--- src/rtl/lcdipc_regs.svh ---
// Purpose: command codes, field positions and timing constants
// Assumes: 8-bit command bytes
// Notes:   definitions only
`ifndef LCDIPC_REGS_SVH
`define LCDIPC_REGS_SVH
`define LCDIPC_CMD_IND_OFF     8'hac
`define LCDIPC_CMD_IND_ON      8'had
`define LCDIPC_CMD_BOOST_MODE  8'hf8
`define LCDIPC_CMD_DISP_OFF    8'hae
`define LCDIPC_CMD_DISP_ON     8'haf
`define LCDIPC_CMD_ALLPTS_OFF  8'ha4
`define LCDIPC_CMD_ALLPTS_ON   8'ha5
`define LCDIPC_CMD_REV_OFF     8'ha6
`define LCDIPC_CMD_REV_ON      8'ha7
`define LCDIPC_CMD_RESET       8'he2
`define LCDIPC_CMD_NOP         8'he3
`define LCDIPC_TEST_MASK       8'hfc
`define LCDIPC_TEST_CODE       8'hfc
`define LCDIPC_REGSET_MASK     8'hfc
`define LCDIPC_REGSET_CODE     8'h00
`define LCDIPC_FIELD_MSB       1
`define LCDIPC_FIELD_LSB       0
`define LCDIPC_IND_RST         2'h0
`define LCDIPC_BOOST_RST       2'h0
`define LCDIPC_BLINK_FAST_MS   500
`define LCDIPC_BLINK_SLOW_MS   1000
`define LCDIPC_CLK_KHZ         50000
`endif

--- src/rtl/lcdipc_pkg.sv ---
// Purpose: types shared by the controller, the checks and the test
// Assumes: nothing
// Notes:   power state and lock state encodings
package lcdipc_pkg;
  typedef enum logic [1:0] {
    LCDIPC_PWR_RUN     = 2'b00,
    LCDIPC_PWR_SLEEP   = 2'b01,
    LCDIPC_PWR_STANDBY = 2'b10
  } lcdipc_pwr_t;
  typedef enum logic [1:0] {
    LCDIPC_LK_NONE  = 2'b00,
    LCDIPC_LK_IND   = 2'b01,
    LCDIPC_LK_BOOST = 2'b10
  } lcdipc_lock_t;
endpackage

--- src/rtl/lcdipc_if.sv ---
// Purpose: command port between host and controller
// Assumes: one clock, write strobe one cycle long
// Notes:   no clocking block
`timescale 1ns/1ps
`default_nettype none
interface lcdipc_if;
  logic       wrStb;        // one-cycle write strobe
  logic       cmdDataSelect; // low = command byte
  logic [7:0] wrData;
  modport dev  (input wrStb, input cmdDataSelect, input wrData);
  modport host (output wrStb, output cmdDataSelect, output wrData);
endinterface
`default_nettype wire

--- src/rtl/lcdipc_blink.sv ---
// Purpose: indicator blink timer
// Assumes: ref_clk at 50 MHz
// Notes:   stopped while oscillator is halted
`timescale 1ns/1ps
`default_nettype none
`include "lcdipc_regs.svh"
module lcdipc_blink #(
  parameter int FAST_CYC = `LCDIPC_BLINK_FAST_MS * `LCDIPC_CLK_KHZ,
  parameter int SLOW_CYC = `LCDIPC_BLINK_SLOW_MS * `LCDIPC_CLK_KHZ
) (
  input  wire logic       ref_clk,
  input  wire logic       rst_b,
  input  wire logic       oscRun,
  input  wire logic [1:0] mode,
  output logic            drive
);
  logic [31:0] cnt_q;
  logic        phase_q;
  logic [31:0] lim;
  // half-period limit from blink mode
  assign lim = (mode == 2'b01) ? 32'(FAST_CYC - 1) : 32'(SLOW_CYC - 1);
  // phase toggles at every interval end
  always_ff @(posedge ref_clk or negedge rst_b) begin
    if (!rst_b) begin
      cnt_q   <= 32'h0;
      phase_q <= 1'b0;
    end else if (!oscRun || mode == 2'b00 || mode == 2'b11) begin
      cnt_q   <= 32'h0;
      phase_q <= 1'b0;
    end else if (cnt_q >= lim) begin
      cnt_q   <= 32'h0;
      phase_q <= ~phase_q;
    end else begin
      cnt_q <= cnt_q + 32'h1;
    end
  end
  // off for mode 00, on for mode 11, else follows phase
  always_comb begin
    case (mode)
      2'b00:   drive = 1'b0;
      2'b11:   drive = 1'b1;
      default: drive = phase_q;
    endcase
  end
endmodule
`default_nettype wire

--- src/rtl/lcdipc_dev.sv ---
// Purpose: controller command decoder for indicator, booster and power save
// Assumes: host
// Notes:   one byte decoded per write strobe
`timescale 1ns/1ps
`default_nettype none
`include "lcdipc_regs.svh"
// Function
// - off byte single, on byte starts pair
// - after on byte only register set accepted
// - register set releases indicator lock
// - 2-bit indicator mode: off/fast/slow/on
// - only indicator commands and reset command change indicator
// - F8 locks for booster register set
// - booster bits 1:0 stored as ratio
// - register set releases booster lock
// - host writes 00 when unused
// - host sends booster after booster on
// - all-points-on while display off saves power
// - indicator off enters sleep
// - indicator on enters standby
// - settings and memory kept in save
// - sleep halts oscillator, supply, all drivers
// - standby halts supply, duty drivers only
// - reset command in standby gives sleep
// - blank output low in power save
// - test left by pin, reset, nop
// - host never sends test command; the directed test sequence sends FD, FE and FF
// - settings held until command or reset
// - host refreshes settings periodically
// - all points on overrides reverse
module lcdipc_dev
  import lcdipc_pkg::*;
#(
  parameter int FAST_CYC = `LCDIPC_BLINK_FAST_MS * `LCDIPC_CLK_KHZ,
  parameter int SLOW_CYC = `LCDIPC_BLINK_SLOW_MS * `LCDIPC_CLK_KHZ
) (
  input  wire logic       ref_clk,
  input  wire logic       rst_b,
  lcdipc_if.dev           bus,
  output logic [1:0]      indicatorMode,
  output logic [1:0]      boostRatio,
  output logic            indicator_drive_out,
  output logic            display_blank_n,
  output logic            oscEnable,
  output logic            lcdSupplyEnable,
  output logic            dutyDriveEnable,
  output logic            allPointsOn,
  output logic            reverseShown,
  output logic            testActive,
  output logic [1:0]      powerState
);
  // ****************************************
  // command decode
  // ****************************************
  lcdipc_lock_t lock_q;
  lcdipc_pwr_t  pwr_q;
  logic [1:0]   ind_q;
  logic [1:0]   boost_q;
  logic         dispOn_q;
  logic         allPts_q;
  logic         rev_q;
  logic         test_q;
  logic         cmdStb;
  logic         isRegSet;
  logic         isTest;
  logic         freeCmd;
  logic         blinkDrive;
  logic         indDrive_q;
  logic         blank_q;
  logic         osc_q;
  logic         supply_q;
  logic         duty_q;
  logic         shownAll_q;
  logic         shownRev_q;

  assign cmdStb   = bus.wrStb && !bus.cmdDataSelect;
  assign isRegSet = (bus.wrData & `LCDIPC_REGSET_MASK) == `LCDIPC_REGSET_CODE;
  assign isTest   = (bus.wrData & `LCDIPC_TEST_MASK) == `LCDIPC_TEST_CODE;
  assign freeCmd  = cmdStb && lock_q == LCDIPC_LK_NONE;

  // lock state for two-byte sequences
  always_ff @(posedge ref_clk or negedge rst_b) begin
    if (!rst_b) begin
      lock_q <= LCDIPC_LK_NONE;
    end else if (cmdStb) begin
      case (lock_q)
        LCDIPC_LK_NONE: begin
          if (bus.wrData == `LCDIPC_CMD_IND_ON) begin
            lock_q <= LCDIPC_LK_IND;
          end else if (bus.wrData == `LCDIPC_CMD_BOOST_MODE) begin
            lock_q <= LCDIPC_LK_BOOST;
          end
        end
        LCDIPC_LK_IND: begin
          if (isRegSet) begin
            lock_q <= LCDIPC_LK_NONE;
          end
        end
        LCDIPC_LK_BOOST: begin
          if (isRegSet) begin
            lock_q <= LCDIPC_LK_NONE;
          end
        end
        default: lock_q <= LCDIPC_LK_NONE;
      endcase
    end
  end

  // indicator register, changed by indicator commands and reset command only
  always_ff @(posedge ref_clk or negedge rst_b) begin
    if (!rst_b) begin
      ind_q <= `LCDIPC_IND_RST;
    end else if (freeCmd && bus.wrData == `LCDIPC_CMD_IND_OFF) begin
      ind_q <= `LCDIPC_IND_RST;
    end else if (freeCmd && bus.wrData == `LCDIPC_CMD_RESET) begin
      ind_q <= `LCDIPC_IND_RST;
    end else if (cmdStb && lock_q == LCDIPC_LK_IND && isRegSet) begin
      ind_q <= bus.wrData[`LCDIPC_FIELD_MSB:`LCDIPC_FIELD_LSB];
    end
  end

  // booster ratio register
  always_ff @(posedge ref_clk or negedge rst_b) begin
    if (!rst_b) begin
      boost_q <= `LCDIPC_BOOST_RST;
    end else if (cmdStb && lock_q == LCDIPC_LK_BOOST && isRegSet) begin
      boost_q <= bus.wrData[`LCDIPC_FIELD_MSB:`LCDIPC_FIELD_LSB];
    end
  end

  // display on/off, all points, reverse settings
  always_ff @(posedge ref_clk or negedge rst_b) begin
    if (!rst_b) begin
      dispOn_q <= 1'b0;
      allPts_q <= 1'b0;
      rev_q    <= 1'b0;
    end else if (freeCmd) begin
      case (bus.wrData)
        `LCDIPC_CMD_DISP_OFF:   dispOn_q <= 1'b0;
        `LCDIPC_CMD_DISP_ON:    dispOn_q <= 1'b1;
        `LCDIPC_CMD_ALLPTS_OFF: allPts_q <= 1'b0;
        `LCDIPC_CMD_ALLPTS_ON:  allPts_q <= 1'b1;
        `LCDIPC_CMD_REV_OFF:    rev_q    <= 1'b0;
        `LCDIPC_CMD_REV_ON:     rev_q    <= 1'b1;
        default:                dispOn_q <= dispOn_q;
      endcase
    end
  end

  // power save state
  always_ff @(posedge ref_clk or negedge rst_b) begin
    if (!rst_b) begin
      pwr_q <= LCDIPC_PWR_RUN;
    end else if (freeCmd) begin
      case (pwr_q)
        LCDIPC_PWR_RUN: begin
          if (bus.wrData == `LCDIPC_CMD_ALLPTS_ON && !dispOn_q) begin
            pwr_q <= (ind_q == 2'b00) ? LCDIPC_PWR_SLEEP
                                      : LCDIPC_PWR_STANDBY;
          end else if (bus.wrData == `LCDIPC_CMD_DISP_OFF && allPts_q) begin
            pwr_q <= (ind_q == 2'b00) ? LCDIPC_PWR_SLEEP : LCDIPC_PWR_STANDBY;
          end
        end
        LCDIPC_PWR_SLEEP, LCDIPC_PWR_STANDBY: begin
          if (pwr_q == LCDIPC_PWR_STANDBY && bus.wrData == `LCDIPC_CMD_RESET) begin
            pwr_q <= LCDIPC_PWR_SLEEP;
          end else if (bus.wrData == `LCDIPC_CMD_ALLPTS_OFF
                       || bus.wrData == `LCDIPC_CMD_DISP_ON) begin
            pwr_q <= LCDIPC_PWR_RUN; // leave save, settings kept
          end
        end
        default: pwr_q <= LCDIPC_PWR_RUN;
      endcase
    end
  end

  // test mode entry and release
  always_ff @(posedge ref_clk or negedge rst_b) begin
    if (!rst_b) begin
      test_q <= 1'b0;
    end else if (freeCmd && isTest) begin
      test_q <= 1'b1;
    end else if (freeCmd && (bus.wrData == `LCDIPC_CMD_RESET
                             || bus.wrData == `LCDIPC_CMD_NOP)) begin
      test_q <= 1'b0;
    end
  end

  // ****************************************
  // outputs
  // ****************************************
  // blink intervals passed down so a short run can see them
  lcdipc_blink #(
    .FAST_CYC (FAST_CYC),
    .SLOW_CYC (SLOW_CYC)
  ) u_blink (
    .ref_clk (ref_clk),
    .rst_b   (rst_b),
    .oscRun  (pwr_q != LCDIPC_PWR_SLEEP),
    .mode    (ind_q),
    .drive   (blinkDrive)
  );

  // registered drive and power controls
  always_ff @(posedge ref_clk or negedge rst_b) begin
    if (!rst_b) begin
      indDrive_q <= 1'b0;
      blank_q    <= 1'b1;
      osc_q      <= 1'b1;
      supply_q   <= 1'b1;
      duty_q     <= 1'b1;
      shownAll_q <= 1'b0;
      shownRev_q <= 1'b0;
    end else begin
      indDrive_q <= blinkDrive && pwr_q != LCDIPC_PWR_SLEEP;
      blank_q    <= pwr_q == LCDIPC_PWR_RUN;
      osc_q      <= pwr_q != LCDIPC_PWR_SLEEP;
      supply_q   <= pwr_q == LCDIPC_PWR_RUN;
      duty_q     <= pwr_q == LCDIPC_PWR_RUN;
      shownAll_q <= allPts_q;
      shownRev_q <= rev_q && !allPts_q;
    end
  end

  assign indicatorMode       = ind_q;
  assign boostRatio          = boost_q;
  assign indicator_drive_out = indDrive_q;
  assign display_blank_n     = blank_q;
  assign oscEnable           = osc_q;
  assign lcdSupplyEnable     = supply_q;
  assign dutyDriveEnable     = duty_q;
  assign allPointsOn         = shownAll_q;
  assign reverseShown        = shownRev_q;
  assign testActive          = test_q;
  assign powerState          = pwr_q;
endmodule
`default_nettype wire

--- src/flat_wrapper.sv ---
// flat-port wrapper written by rule: the top's interface ports become plain ports
module lcdipc_dev_flat import lcdipc_pkg::*;
#(
  parameter int FAST_CYC = `LCDIPC_BLINK_FAST_MS * `LCDIPC_CLK_KHZ,
  parameter int SLOW_CYC = `LCDIPC_BLINK_SLOW_MS * `LCDIPC_CLK_KHZ
)
  (ref_clk, rst_b, indicatorMode, boostRatio, indicator_drive_out, display_blank_n, oscEnable, lcdSupplyEnable, dutyDriveEnable, allPointsOn, reverseShown, testActive, powerState, bus_wrStb, bus_cmdDataSelect, bus_wrData);
  lcdipc_if bus_i ();
  input  wire logic ref_clk;
  input  wire logic rst_b;
  output logic [1:0] indicatorMode;
  output logic [1:0] boostRatio;
  output logic indicator_drive_out;
  output logic display_blank_n;
  output logic oscEnable;
  output logic lcdSupplyEnable;
  output logic dutyDriveEnable;
  output logic allPointsOn;
  output logic reverseShown;
  output logic testActive;
  output logic [1:0] powerState;
  input wire logic [$bits(bus_i.wrStb)-1:0] bus_wrStb;
  input wire logic [$bits(bus_i.cmdDataSelect)-1:0] bus_cmdDataSelect;
  input wire logic [$bits(bus_i.wrData)-1:0] bus_wrData;
  assign bus_i.wrStb = bus_wrStb;
  assign bus_i.cmdDataSelect = bus_cmdDataSelect;
  assign bus_i.wrData = bus_wrData;
  lcdipc_dev #(.FAST_CYC(FAST_CYC), .SLOW_CYC(SLOW_CYC)) u_core (.ref_clk(ref_clk), .rst_b(rst_b), .bus(bus_i), .indicatorMode(indicatorMode), .boostRatio(boostRatio), .indicator_drive_out(indicator_drive_out), .display_blank_n(display_blank_n), .oscEnable(oscEnable), .lcdSupplyEnable(lcdSupplyEnable), .dutyDriveEnable(dutyDriveEnable), .allPointsOn(allPointsOn), .reverseShown(reverseShown), .testActive(testActive), .powerState(powerState));
endmodule
--- config.mk ---
export PLATFORM = sky130hd
export DESIGN_NAME = lcdipc_dev_flat
export DESIGN_NICKNAME = d
export VERILOG_FILES = /design/src/rtl/lcdipc_pkg.sv /design/src/rtl/lcdipc_if.sv /design/src/rtl/lcdipc_blink.sv /design/src/rtl/lcdipc_dev.sv /design/src/flat_wrapper.sv
export VERILOG_INCLUDE_DIRS = /design/src /design/src/rtl
export SDC_FILE = /design/constraint.sdc
export NUM_CORES = 1
export LEC_CHECK = 0
export BUFFER_PORTS_ARGS = -buffer_cell sky130_fd_sc_hd__buf_2
export CORE_ASPECT_RATIO = 1.25
export CORE_MARGIN = 10
export CORE_UTILIZATION = 25
export DETAILED_ROUTE_END_ITERATION = 10
export PLACE_DENSITY = 0.39
export SYNTH_ARGS = -nofsm -noshare
export SYNTH_HDL_FRONTEND = slang
export SYNTH_HIERARCHICAL = 1
export SYNTH_SLANG_ARGS = --single-unit
--- constraint.sdc ---
create_clock -name ref_clk -period 3.7 [get_ports ref_clk]
set_input_delay 0.74 -clock ref_clk [delete_from_list [all_inputs] [get_ports ref_clk]]
set_output_delay 0.74 -clock ref_clk [all_outputs]
set_load 0.005 [all_outputs]
==> results of run 1 <==
through the flow:
| step | utilization | power (mW) |
|---|---|---|
| after floorplan | - | 0.806 |
| after global placement | 0.281 | 0.891 |
| final | 0.293 | 1.31 |
| after global routing | 0.293 | 1.41 |
| after CTS | 0.293 | 1.34 |
| after detailed placement | 0.281 | 0.890 |
worst max-delay path, stage by stage (launching register included):
cell      delay [ns]
dfrtp_1         0.43
inv_1           0.12
ha_1            0.38
inv_1           0.18
ha_1            0.31
nand4_1         0.14
or4_4           0.60
o311ai_1        0.32
mux2_2          0.36
worst paths after layout:
| kind | from | to | slack [ns] | cells after the start |
|---|---|---|---|---|
| min in group asynchronous | rst_b | u_core/u_blink/cnt_q[13] | 0.59 | 1 |
| worst min-delay path | u_core/allPts_q | u_core/allPointsOn | 0.48 | 0 |
| worst max register to register | u_core/indicatorMode[1] | u_core/u_blink/phase_q | 0.74 | 8 |
| max in group asynchronous | rst_b | u_core/u_blink/cnt_q[27] | 2.39 | 2 |
| worst max-delay path | u_core/indicatorMode[1] | u_core/u_blink/phase_q | 0.74 | 8 |
| worst min register to register | u_core/allPts_q | u_core/allPointsOn | 0.48 | 0 |
cell type report:
cell class | instances | area (µm²) | area share
Multi-Input combinational cell | 210 | 1490 | 0.457
Sequential cell | 50 | 1250 | 0.384
Tap cell | 135 | 169 | 0.0518
Timing Repair Buffer | 30 | 163 | 0.0499
Clock buffer | 7 | 133 | 0.0407
Inverter | 14 | 52.6 | 0.0161
registers in the layout, summed over array words and instances, names as in the netlist, 2 cells and up:
| name | cells |
|---|---|
| u_core/lock_q | 2 |
| u_core/powerState | 2 |
| u_core/boostRatio | 2 |
| u_core/u_blink/cnt_q | 32 |
| u_core/indicatorMode | 2 |
cell families after synthesis:
| family | count (synthesis) | synth area share |
|---|---|---|
| AND/OR/NAND/NOR | 119 | 0.232 |
| flip-flops | 50 | 0.439 |
| AO/OA/AOI/OAI | 29 | 0.0767 |
| XOR/XNOR | 29 | 0.0890 |
| buffers and inverters | 24 | 0.0451 |
| adder cells (fa/ha/maj) | 16 | 0.0701 |
| multiplexers | 12 | 0.0469 |
| other | 1 | 0.00131 |
Yosys cell counts (3+ instances only):
cell,number
nor2b_1,3
dfrtp_1,48
buf_2,3
xnor2_1,9
ha_1,16
and4_1,3
nand4_1,7
mux2_2,7
and3_1,4
nand3b_1,3
buf_4,3
xor2_1,20
a21oi_1,7
nor2_1,15
nor3_1,31
o22ai_1,3
mux2i_1,4
inv_1,14
o21ai_0,5
nand2_1,16
nor4_1,3
nand3_1,18
power by group:
| group | internal [mW] | leakage [nW] | switching [mW] |
|---|---|---|---|
| registers | 0.595 | 0.673 | 0.0298 |
| clock network | 0.248 | 0.0640 | 0.191 |
| logic | 0.113 | 0.653 | 0.134 |
routing by layer:
layer	wire, µm	up-vias
li1	-	1047
met1	2800	1023
met2	3270	32
met3	274	9
met4	125	0
met5	0	-
==> results.sh, run 1 <==
export IMPL_start_kind="flop"
export IMPL_outcome="complete, no violations"
export IMPL_maxCapViolations=0
export IMPL_slew_headroom=0.385
export IMPL_leakage_nw=1.39
export IMPL_clkSlewWorstSetupHoldPaths_ns=0.07
export IMPL_num_vias=2111
export IMPL_grt_busiest_layer="met2"
export IMPL_antenna_found_initial=0
export IMPL_finClkSkew_ns=0.00827
export IMPL_crit_type="reg2reg"
export IMPL_final_common_cell="dfrtp_1"
export IMPL_cts_hold_buf=0
export IMPL_routed_via_density=4.73
export IMPL_final_nets=339
export IMPL_initial_utilization=0.256
export IMPL_fin_crit_ns=2.96
export IMPL_seq_area_frac_synth=0.439
export IMPL_fin_crit_sh=0.801
export IMPL_grt_pass1_wl_um=11100
export IMPL_synthFlopType="dfrtp_1"
export IMPL_coreArea_um2=11100
export IMPL_required_ns=3.87
export IMPL_synth_area_leader_cell="dfrtp_1"
export IMPL_worst_pin_slew_ns=0.916
export IMPL_grt_use_total=0.0856
export IMPL_dpl_cell_area_um2=3130
export IMPL_grt_pass1_vias=2262
export IMPL_num_antenna_cells=0
export IMPL_synth_area_um2=2860
export IMPL_synth_seq_cells=50
export IMPL_cts_buffers=5
export IMPL_dp_slack_ns=0.715
export IMPL_maxSlewViolCount=0
export IMPL_final_cell_mix="dfrtp_1, nor3_1, buf_2"
export IMPL_ir_worst_vdd_v=0.000150
export IMPL_ant_nets=0
export IMPL_grt_max_degree=39
export IMPL_std_cell_rows=43
export IMPL_synth_edf_count=0
export IMPL_cts_buffer_depth=2
export IMPL_synthCells=280
export IMPL_grt_util_met2=0.143
export IMPL_power_density_nw_per_um2=402
export IMPL_setup_tns_ns=0
export IMPL_wire_per_inst_um=14.5
export IMPL_hpwl_um=4720
export IMPL_cts_sinks=50
export IMPL_die_y_um=139
export IMPL_drtIter0Drc=56
export IMPL_drc=0
export IMPL_avgSynthCellArea_um2=10.2
export IMPL_post_cts_buffers=0
export IMPL_met1_usage=0.0995
export IMPL_gp_congestion=0.758
export IMPL_layout_area_overhead_vs_synth_pct=14.2
export IMPL_layout_drive_gt1_share=0.186
export IMPL_cts_max_level=2
export IMPL_num_io_pins=26
export IMPL_cts_root_buf="clkbuf_16"
export IMPL_drt_pass1_iterations=4
export IMPL_hold_viol_final=0
export IMPL_synth_top_cell_area_share=0.421
export IMPL_die_w_um=116
export IMPL_layoutNonFillerInstCount=446
export IMPL_port_buffers=25
export IMPL_hold_path_class="reg2reg"
export IMPL_ctsResizeCount=0
export IMPL_dp_cells=439
export IMPL_setup_violations=0
export IMPL_clkLatencyLatePin_ns=0.29
export IMPL_crit_fanout=10
export IMPL_fillers=1170
export IMPL_max_freq_mhz=338
export IMPL_holdWs_ns=0.484
export IMPL_wirelength_um=6470
export IMPL_grt_use_met3=0.0249
export IMPL_async_flop_share=1.00
export IMPL_critPathArrivalTime_ns=3.13
export IMPL_rsz0062_at_grt="false"
export IMPL_grt_remaining_overflow=0
export IMPL_endpoint_kind="flop"
export IMPL_die_area_um2=16100
export IMPL_ys_warnings_count=6
export IMPL_synth_area_leaders="dfrtp_1, ha_1, xor2_1"
export IMPL_ys_types=51
export IMPL_finalInstanceArea_um2=3260
export IMPL_cts_tree="yes"
export IMPL_setup_ws_ns=0.738
No activity file was read; power rests on OpenSTA's default activity.
==> run 2, diff against run 1 <==
==> constraint.sdc (replaced) <==
create_clock -name ref_clk -period 2.8 [get_ports ref_clk]
set_input_delay 0.56 -clock ref_clk [delete_from_list [all_inputs] [get_ports ref_clk]]
set_output_delay 0.56 -clock ref_clk [all_outputs]
set_load 0.005 [all_outputs]
==> results.sh, run 2 (same netlist as run 1, synthesis figures left out) <==
export IMPL_outcome="complete, no violations"
export IMPL_setup_violations=0
export IMPL_worst_pin_slew_ns=0.873
export IMPL_max_freq_mhz=386
export IMPL_ctsResizeCount=0
export IMPL_r2r_end="u_core/u_blink/phase_q"
export IMPL_power_density_nw_per_um2=581
export IMPL_start_kind="flop"
export IMPL_cts_root_buf="clkbuf_16"
export IMPL_grt_use_met3=0.0232
export IMPL_fin_crit_sh=0.926
export IMPL_setup_ws_ns=0.208
export IMPL_num_io_pins=26
export IMPL_layout_area_overhead_vs_synth_pct=18.3
export IMPL_largest_register="u_core/u_blink/cnt_q"
export IMPL_swShare=0.249
export IMPL_grt_pass1_vias=2302
export IMPL_grt_remaining_overflow=0
export IMPL_initial_utilization=0.256
export IMPL_crit_fanout=5
export IMPL_routed_via_density=4.71
export IMPL_maxCapViolations=0
export IMPL_die_w_um=116
export IMPL_final_cell_mix="dfrtp_1, nor3_1, buf_2"
export IMPL_cp_cell_sequence="inv_1 -> ha_1 -> inv_1 -> ha_1 -> nand4_1 -> or4_4 -> o311ai_1 -> mux2_2"
export IMPL_die_area_um2=16100
export IMPL_ant_nets=0
export IMPL_cts_buffers=5
export IMPL_pwr_share_seq=0.420
export IMPL_post_cts_buffers=0
export IMPL_layout_drive_gt1_share=0.208
export IMPL_clkLatencyLatePin_ns=0.29
export IMPL_fin_crit_ns=2.59
export IMPL_fillers=1150
export IMPL_drtIter0Drc=68
export IMPL_coreArea_um2=11100
export IMPL_critPathArrivalTime_ns=2.77
export IMPL_p_comb_frac=0.169
export IMPL_r2r_cells=8
export IMPL_grt_util_met2=0.150
export IMPL_slew_headroom=0.418
export IMPL_num_antenna_cells=0
export IMPL_clkSlewWorstSetupHoldPaths_ns=0.07
export IMPL_antenna_found_initial=0
export IMPL_hpwl_um=4830
export IMPL_rrSetupSlack_ns=0.21
export IMPL_grt_max_degree=38
export IMPL_power_switching_uw=489
export IMPL_cp_slowest_stage_delay_ns=0.60
export IMPL_reg2reg_from="u_core/indicatorMode[1]"
export IMPL_drc=0
export IMPL_cts_hold_buf=0
export IMPL_hold_viol_final=0
export IMPL_grt_pass1_wl_um=11600
export IMPL_dp_cells=444
export IMPL_rsz0062_at_grt="false"
export IMPL_num_vias=2130
export IMPL_cts_max_level=2
export IMPL_gp_congestion=0.810
export IMPL_endpoint_kind="flop"
export IMPL_crit_type="reg2reg"
export IMPL_hold_path_class="in2async"
export IMPL_drt_pass1_iterations=4
export IMPL_leakage_nw=1.46
export IMPL_cts_buffer_depth=2
export IMPL_cts_sinks=50
export IMPL_p_int_mw=1.47
export IMPL_finalInstanceArea_um2=3380
export IMPL_final_nets=344
export IMPL_layoutNonFillerInstCount=452
export IMPL_dp_slack_ns=0.207
export IMPL_crit_slowest_cell="or4_4"
export IMPL_utilization=0.303
export IMPL_port_buffers=25
export IMPL_setup_tns_ns=0
export IMPL_grt_use_total=0.0886
export IMPL_grt_busiest_layer="met2"
export IMPL_std_cell_rows=43
export IMPL_final_common_cell="dfrtp_1"
export IMPL_met1_usage=0.106
export IMPL_maxSlewViolCount=0
export IMPL_cts_tree="yes"
export IMPL_pwr_share_clk=0.411
export IMPL_largest_reg_flops=32
export IMPL_required_ns=2.98
export IMPL_dpl_cell_area_um2=3180
export IMPL_wirelength_um=6610
export IMPL_die_y_um=139
export IMPL_finClkSkew_ns=0.00679
export IMPL_wire_per_inst_um=14.6
export IMPL_ir_worst_vdd_v=0.000215
-- run 2: cell count changes in the layout (fill, tap and decap cells not counted) --
cell and delta:
clkbuf_8 +1, bufinv_16 +2, clkbuf_1 -2, buf_4 +4, buf_12 +1
-- run 2: worst max-delay path, delay by kind of cell (launching register included) --
| kind | cells | cell delay [ns] |
|---|---|---|
| AOI/OAI and AO/OA | 1 | 0.32 |
| adders and majority gates | 2 | 0.46 |
| buffers and inverters | 2 | 0.20 |
| DFF | 1 | 0.38 |
| muxes | 1 | 0.37 |
| and+or+nand+nor | 2 | 0.74 |
-- run 2: worst max path at each step --
stage                            start                      end  slack, ns  cells after the start
4_1_cts        u_core/indicatorMode[1]   u_core/u_blink/phase_q       0.20                      8
2_1_floorplan  u_core/indicatorMode[1]  u_core/u_blink/cnt_q[8]       0.16                     11
6_report       u_core/indicatorMode[1]   u_core/u_blink/phase_q       0.21                      8
3_5_place_dp   u_core/indicatorMode[1]   u_core/u_blink/phase_q       0.21                      8
3_3_place_gp   u_core/indicatorMode[1]   u_core/u_blink/phase_q       0.26                      8
5_1_grt        u_core/indicatorMode[1]   u_core/u_blink/phase_q       0.05                      9
-- run 2: per-layer routing --
layer | wire length (µm) | share of wire
met5 | 0 | 0
met4 | 85 | 0.013
met3 | 215 | 0.033
met2 | 3330 | 0.50
met1 | 2980 | 0.45
-- run 2: power groups by stage --
stage | Combinational (mW) | Sequential (mW) | Clock [mW]
floorplan | 0.227 | 0.838 | 0
global placement | 0.342 | 0.839 | 0
detailed placement | 0.338 | 0.840 | 0
CTS | 0.340 | 0.827 | 0.837
global route | 0.391 | 0.833 | 0.872
finish | 0.332 | 0.825 | 0.807
-- run 2: area by class of cell --
| type | instances | area, µm² | share of cell area |
|---|---|---|---|
| clock inverters | 2 | 60.1 | 0.0178 |
| multi-input cells | 210 | 1490 | 0.441 |
| well taps | 135 | 169 | 0.0500 |
| inverters | 14 | 52.6 | 0.0156 |
| clock buffers | 6 | 139 | 0.0411 |
| flip-flops and latches | 50 | 1250 | 0.371 |
| repair buffers | 35 | 213 | 0.0630 |
-- run 2: through the flow --
step | power [mW] | hold WS [ns]
finish | 1.96 | 0.382
global route | 2.10 | 0.474
CTS | 2.00 | 0.428
detailed placement | 1.18 | 0.464
global placement | 1.18 | 0.473
floorplan | 1.07 | 0.264
==> run 3, diff against run 2 <==
--- a/config.mk
+++ b/config.mk
@@ -11,7 +11,7 @@
 export CORE_MARGIN = 10
 export CORE_UTILIZATION = 25
 export DETAILED_ROUTE_END_ITERATION = 10
-export PLACE_DENSITY = 0.39
+export PLACE_DENSITY_LB_ADDON = 0.15
 export SYNTH_ARGS = -nofsm -noshare
 export SYNTH_HDL_FRONTEND = slang
 export SYNTH_HIERARCHICAL = 1
==> results.sh, run 3 (same netlist as run 1, synthesis figures left out) <==
export IMPL_wirelength_um=6400
export IMPL_endpoint_kind="flop"
export IMPL_wire_per_inst_um=14.2
export IMPL_swShare=0.252
export IMPL_cts_root_buf="clkbuf_16"
export IMPL_worst_pin_slew_ns=0.665
export IMPL_die_area_um2=16100
export IMPL_fin_crit_sh=0.916
export IMPL_start_kind="flop"
export IMPL_ctsResizeCount=0
export IMPL_final_cell_mix="dfrtp_1, nor3_1, buf_2"
export IMPL_ir_worst_vdd_v=0.000260
export IMPL_largest_reg_flops=32
export IMPL_dp_cells=442
export IMPL_setup_tns_ns=0
export IMPL_drtIter0Drc=68
export IMPL_cts_buffer_depth=2
export IMPL_dpl_cell_area_um2=3180
export IMPL_p_comb_frac=0.170
export IMPL_cts_tree="yes"
export IMPL_power_density_nw_per_um2=584
export IMPL_drc=0
export IMPL_cts_sinks=50
export IMPL_required_ns=2.98
export IMPL_setup_violations=0
export IMPL_grt_pass1_wl_um=10900
export IMPL_final_common_cell="dfrtp_1"
export IMPL_die_y_um=139
export IMPL_std_cell_rows=43
export IMPL_grt_max_degree=51
export IMPL_port_buffers=25
export IMPL_num_vias=2143
export IMPL_die_w_um=116
export IMPL_grt_pass1_vias=2291
export IMPL_cts_hold_buf=0
export IMPL_r2r_cells=8
export IMPL_crit_type="reg2reg"
export IMPL_outcome="complete, no violations"
export IMPL_grt_use_total=0.0839
export IMPL_power_switching_uw=497
export IMPL_layoutNonFillerInstCount=450
export IMPL_initial_utilization=0.256
export IMPL_clkSlewWorstSetupHoldPaths_ns=0.07
export IMPL_routed_via_density=4.76
export IMPL_ant_nets=0
export IMPL_num_antenna_cells=0
export IMPL_hold_path_class="in2async"
export IMPL_p_int_mw=1.48
export IMPL_layout_drive_gt1_share=0.203
export IMPL_maxCapViolations=0
export IMPL_num_io_pins=26
export IMPL_drt_pass1_iterations=4
export IMPL_largest_register="u_core/u_blink/cnt_q"
export IMPL_critPathArrivalTime_ns=2.74
export IMPL_maxSlewViolCount=0
export IMPL_hold_viol_final=0
export IMPL_holdWs_ns=0.386
export IMPL_hpwl_um=4600
export IMPL_pwr_share_clk=0.412
export IMPL_finalInstanceArea_um2=3380
export IMPL_cts_max_level=2
export IMPL_grt_remaining_overflow=0
export IMPL_cp_slowest_stage_delay_ns=0.60
export IMPL_fin_crit_ns=2.56
export IMPL_cp_cell_sequence="inv_1 -> ha_1 -> inv_1 -> ha_1 -> nand4_1 -> or4_4 -> o311ai_1 -> mux2_2"
export IMPL_cts_buffers=5
export IMPL_coreArea_um2=11100
export IMPL_leakage_nw=1.45
export IMPL_crit_slowest_cell="or4_4"
export IMPL_layout_area_overhead_vs_synth_pct=18.2
export IMPL_max_freq_mhz=390
export IMPL_dp_slack_ns=0.223
export IMPL_gp_congestion=0.779
export IMPL_slew_headroom=0.557
export IMPL_antenna_found_initial=0
export IMPL_final_nets=342
export IMPL_setup_ws_ns=0.236
export IMPL_pwr_share_seq=0.417
export IMPL_crit_fanout=5
export IMPL_clkLatencyLatePin_ns=0.29
export IMPL_rsz0062_at_grt="false"
export IMPL_finClkSkew_ns=0.00401
export IMPL_post_cts_buffers=0
-- run 3: cell count changes in the layout (fill, tap and decap cells not counted) --
cell	previous run	this run
buf_12	1	2
buf_4	9	6
-- run 3: layout make-up --
class                   instances  area [µm²]
multi-input cells             210        1490
well taps                     135         169
inverters                      14        52.6
fillers                      1152        7760
repair buffers                 33         210
clock buffers                   6         139
flip-flops and latches         50        1250
clock inverters                 2        60.1
-- run 3: per-layer routing --
layer / up-vias / wire length (µm) / part of all wire / track usage
li1: 1067 / - / - / -
met1: 1033 / 2820 / 0.44 / 0.0968
met2: 34 / 3140 / 0.49 / 0.141
met3: 9 / 285 / 0.045 / 0.0241
met4: 0 / 162 / 0.025 / 0.0348
met5: - / 0 / 0 / 0
-- run 3: power groups by stage --
stage	Clock (mW)	Combinational [mW]	Sequential, mW
final	0.813	0.336	0.823
after global routing	0.866	0.382	0.832
after CTS	0.843	0.344	0.825
after detailed placement	0	0.340	0.840
after global placement	0	0.339	0.837
after floorplan	0	0.227	0.838
-- run 3: metrics by stage --
stage | utilization | power (mW)
floorplan | - | 1.07
global placement | 0.285 | 1.18
detailed placement | 0.285 | 1.18
CTS | 0.303 | 2.01
global route | 0.303 | 2.08
finish | 0.303 | 1.97
-- run 3: final timing paths --
| check | from | endpoint | slack, ns |
|---|---|---|---|
| min in group ref_clk | u_core/allPts_q | u_core/allPointsOn | 0.47 |
| max | u_core/indicatorMode[1] | u_core/u_blink/phase_q | 0.24 |
| min | rst_b | u_core/u_blink/cnt_q[13] | 0.39 |
| min reg2reg | u_core/allPts_q | u_core/allPointsOn | 0.47 |
| max in group asynchronous | rst_b | u_core/allPts_q | 1.97 |
| max reg2reg | u_core/indicatorMode[1] | u_core/u_blink/phase_q | 0.24 |
-- run 3: critical path: cells and delay by family (launching register included) --
family / cells / cell delay [ns]
adders and majority gates: 2 / 0.46
muxes: 1 / 0.36
DFF: 1 / 0.37
AOI/OAI and AO/OA: 1 / 0.32
and+or+nand+nor: 2 / 0.74
buffers and inverters: 2 / 0.20
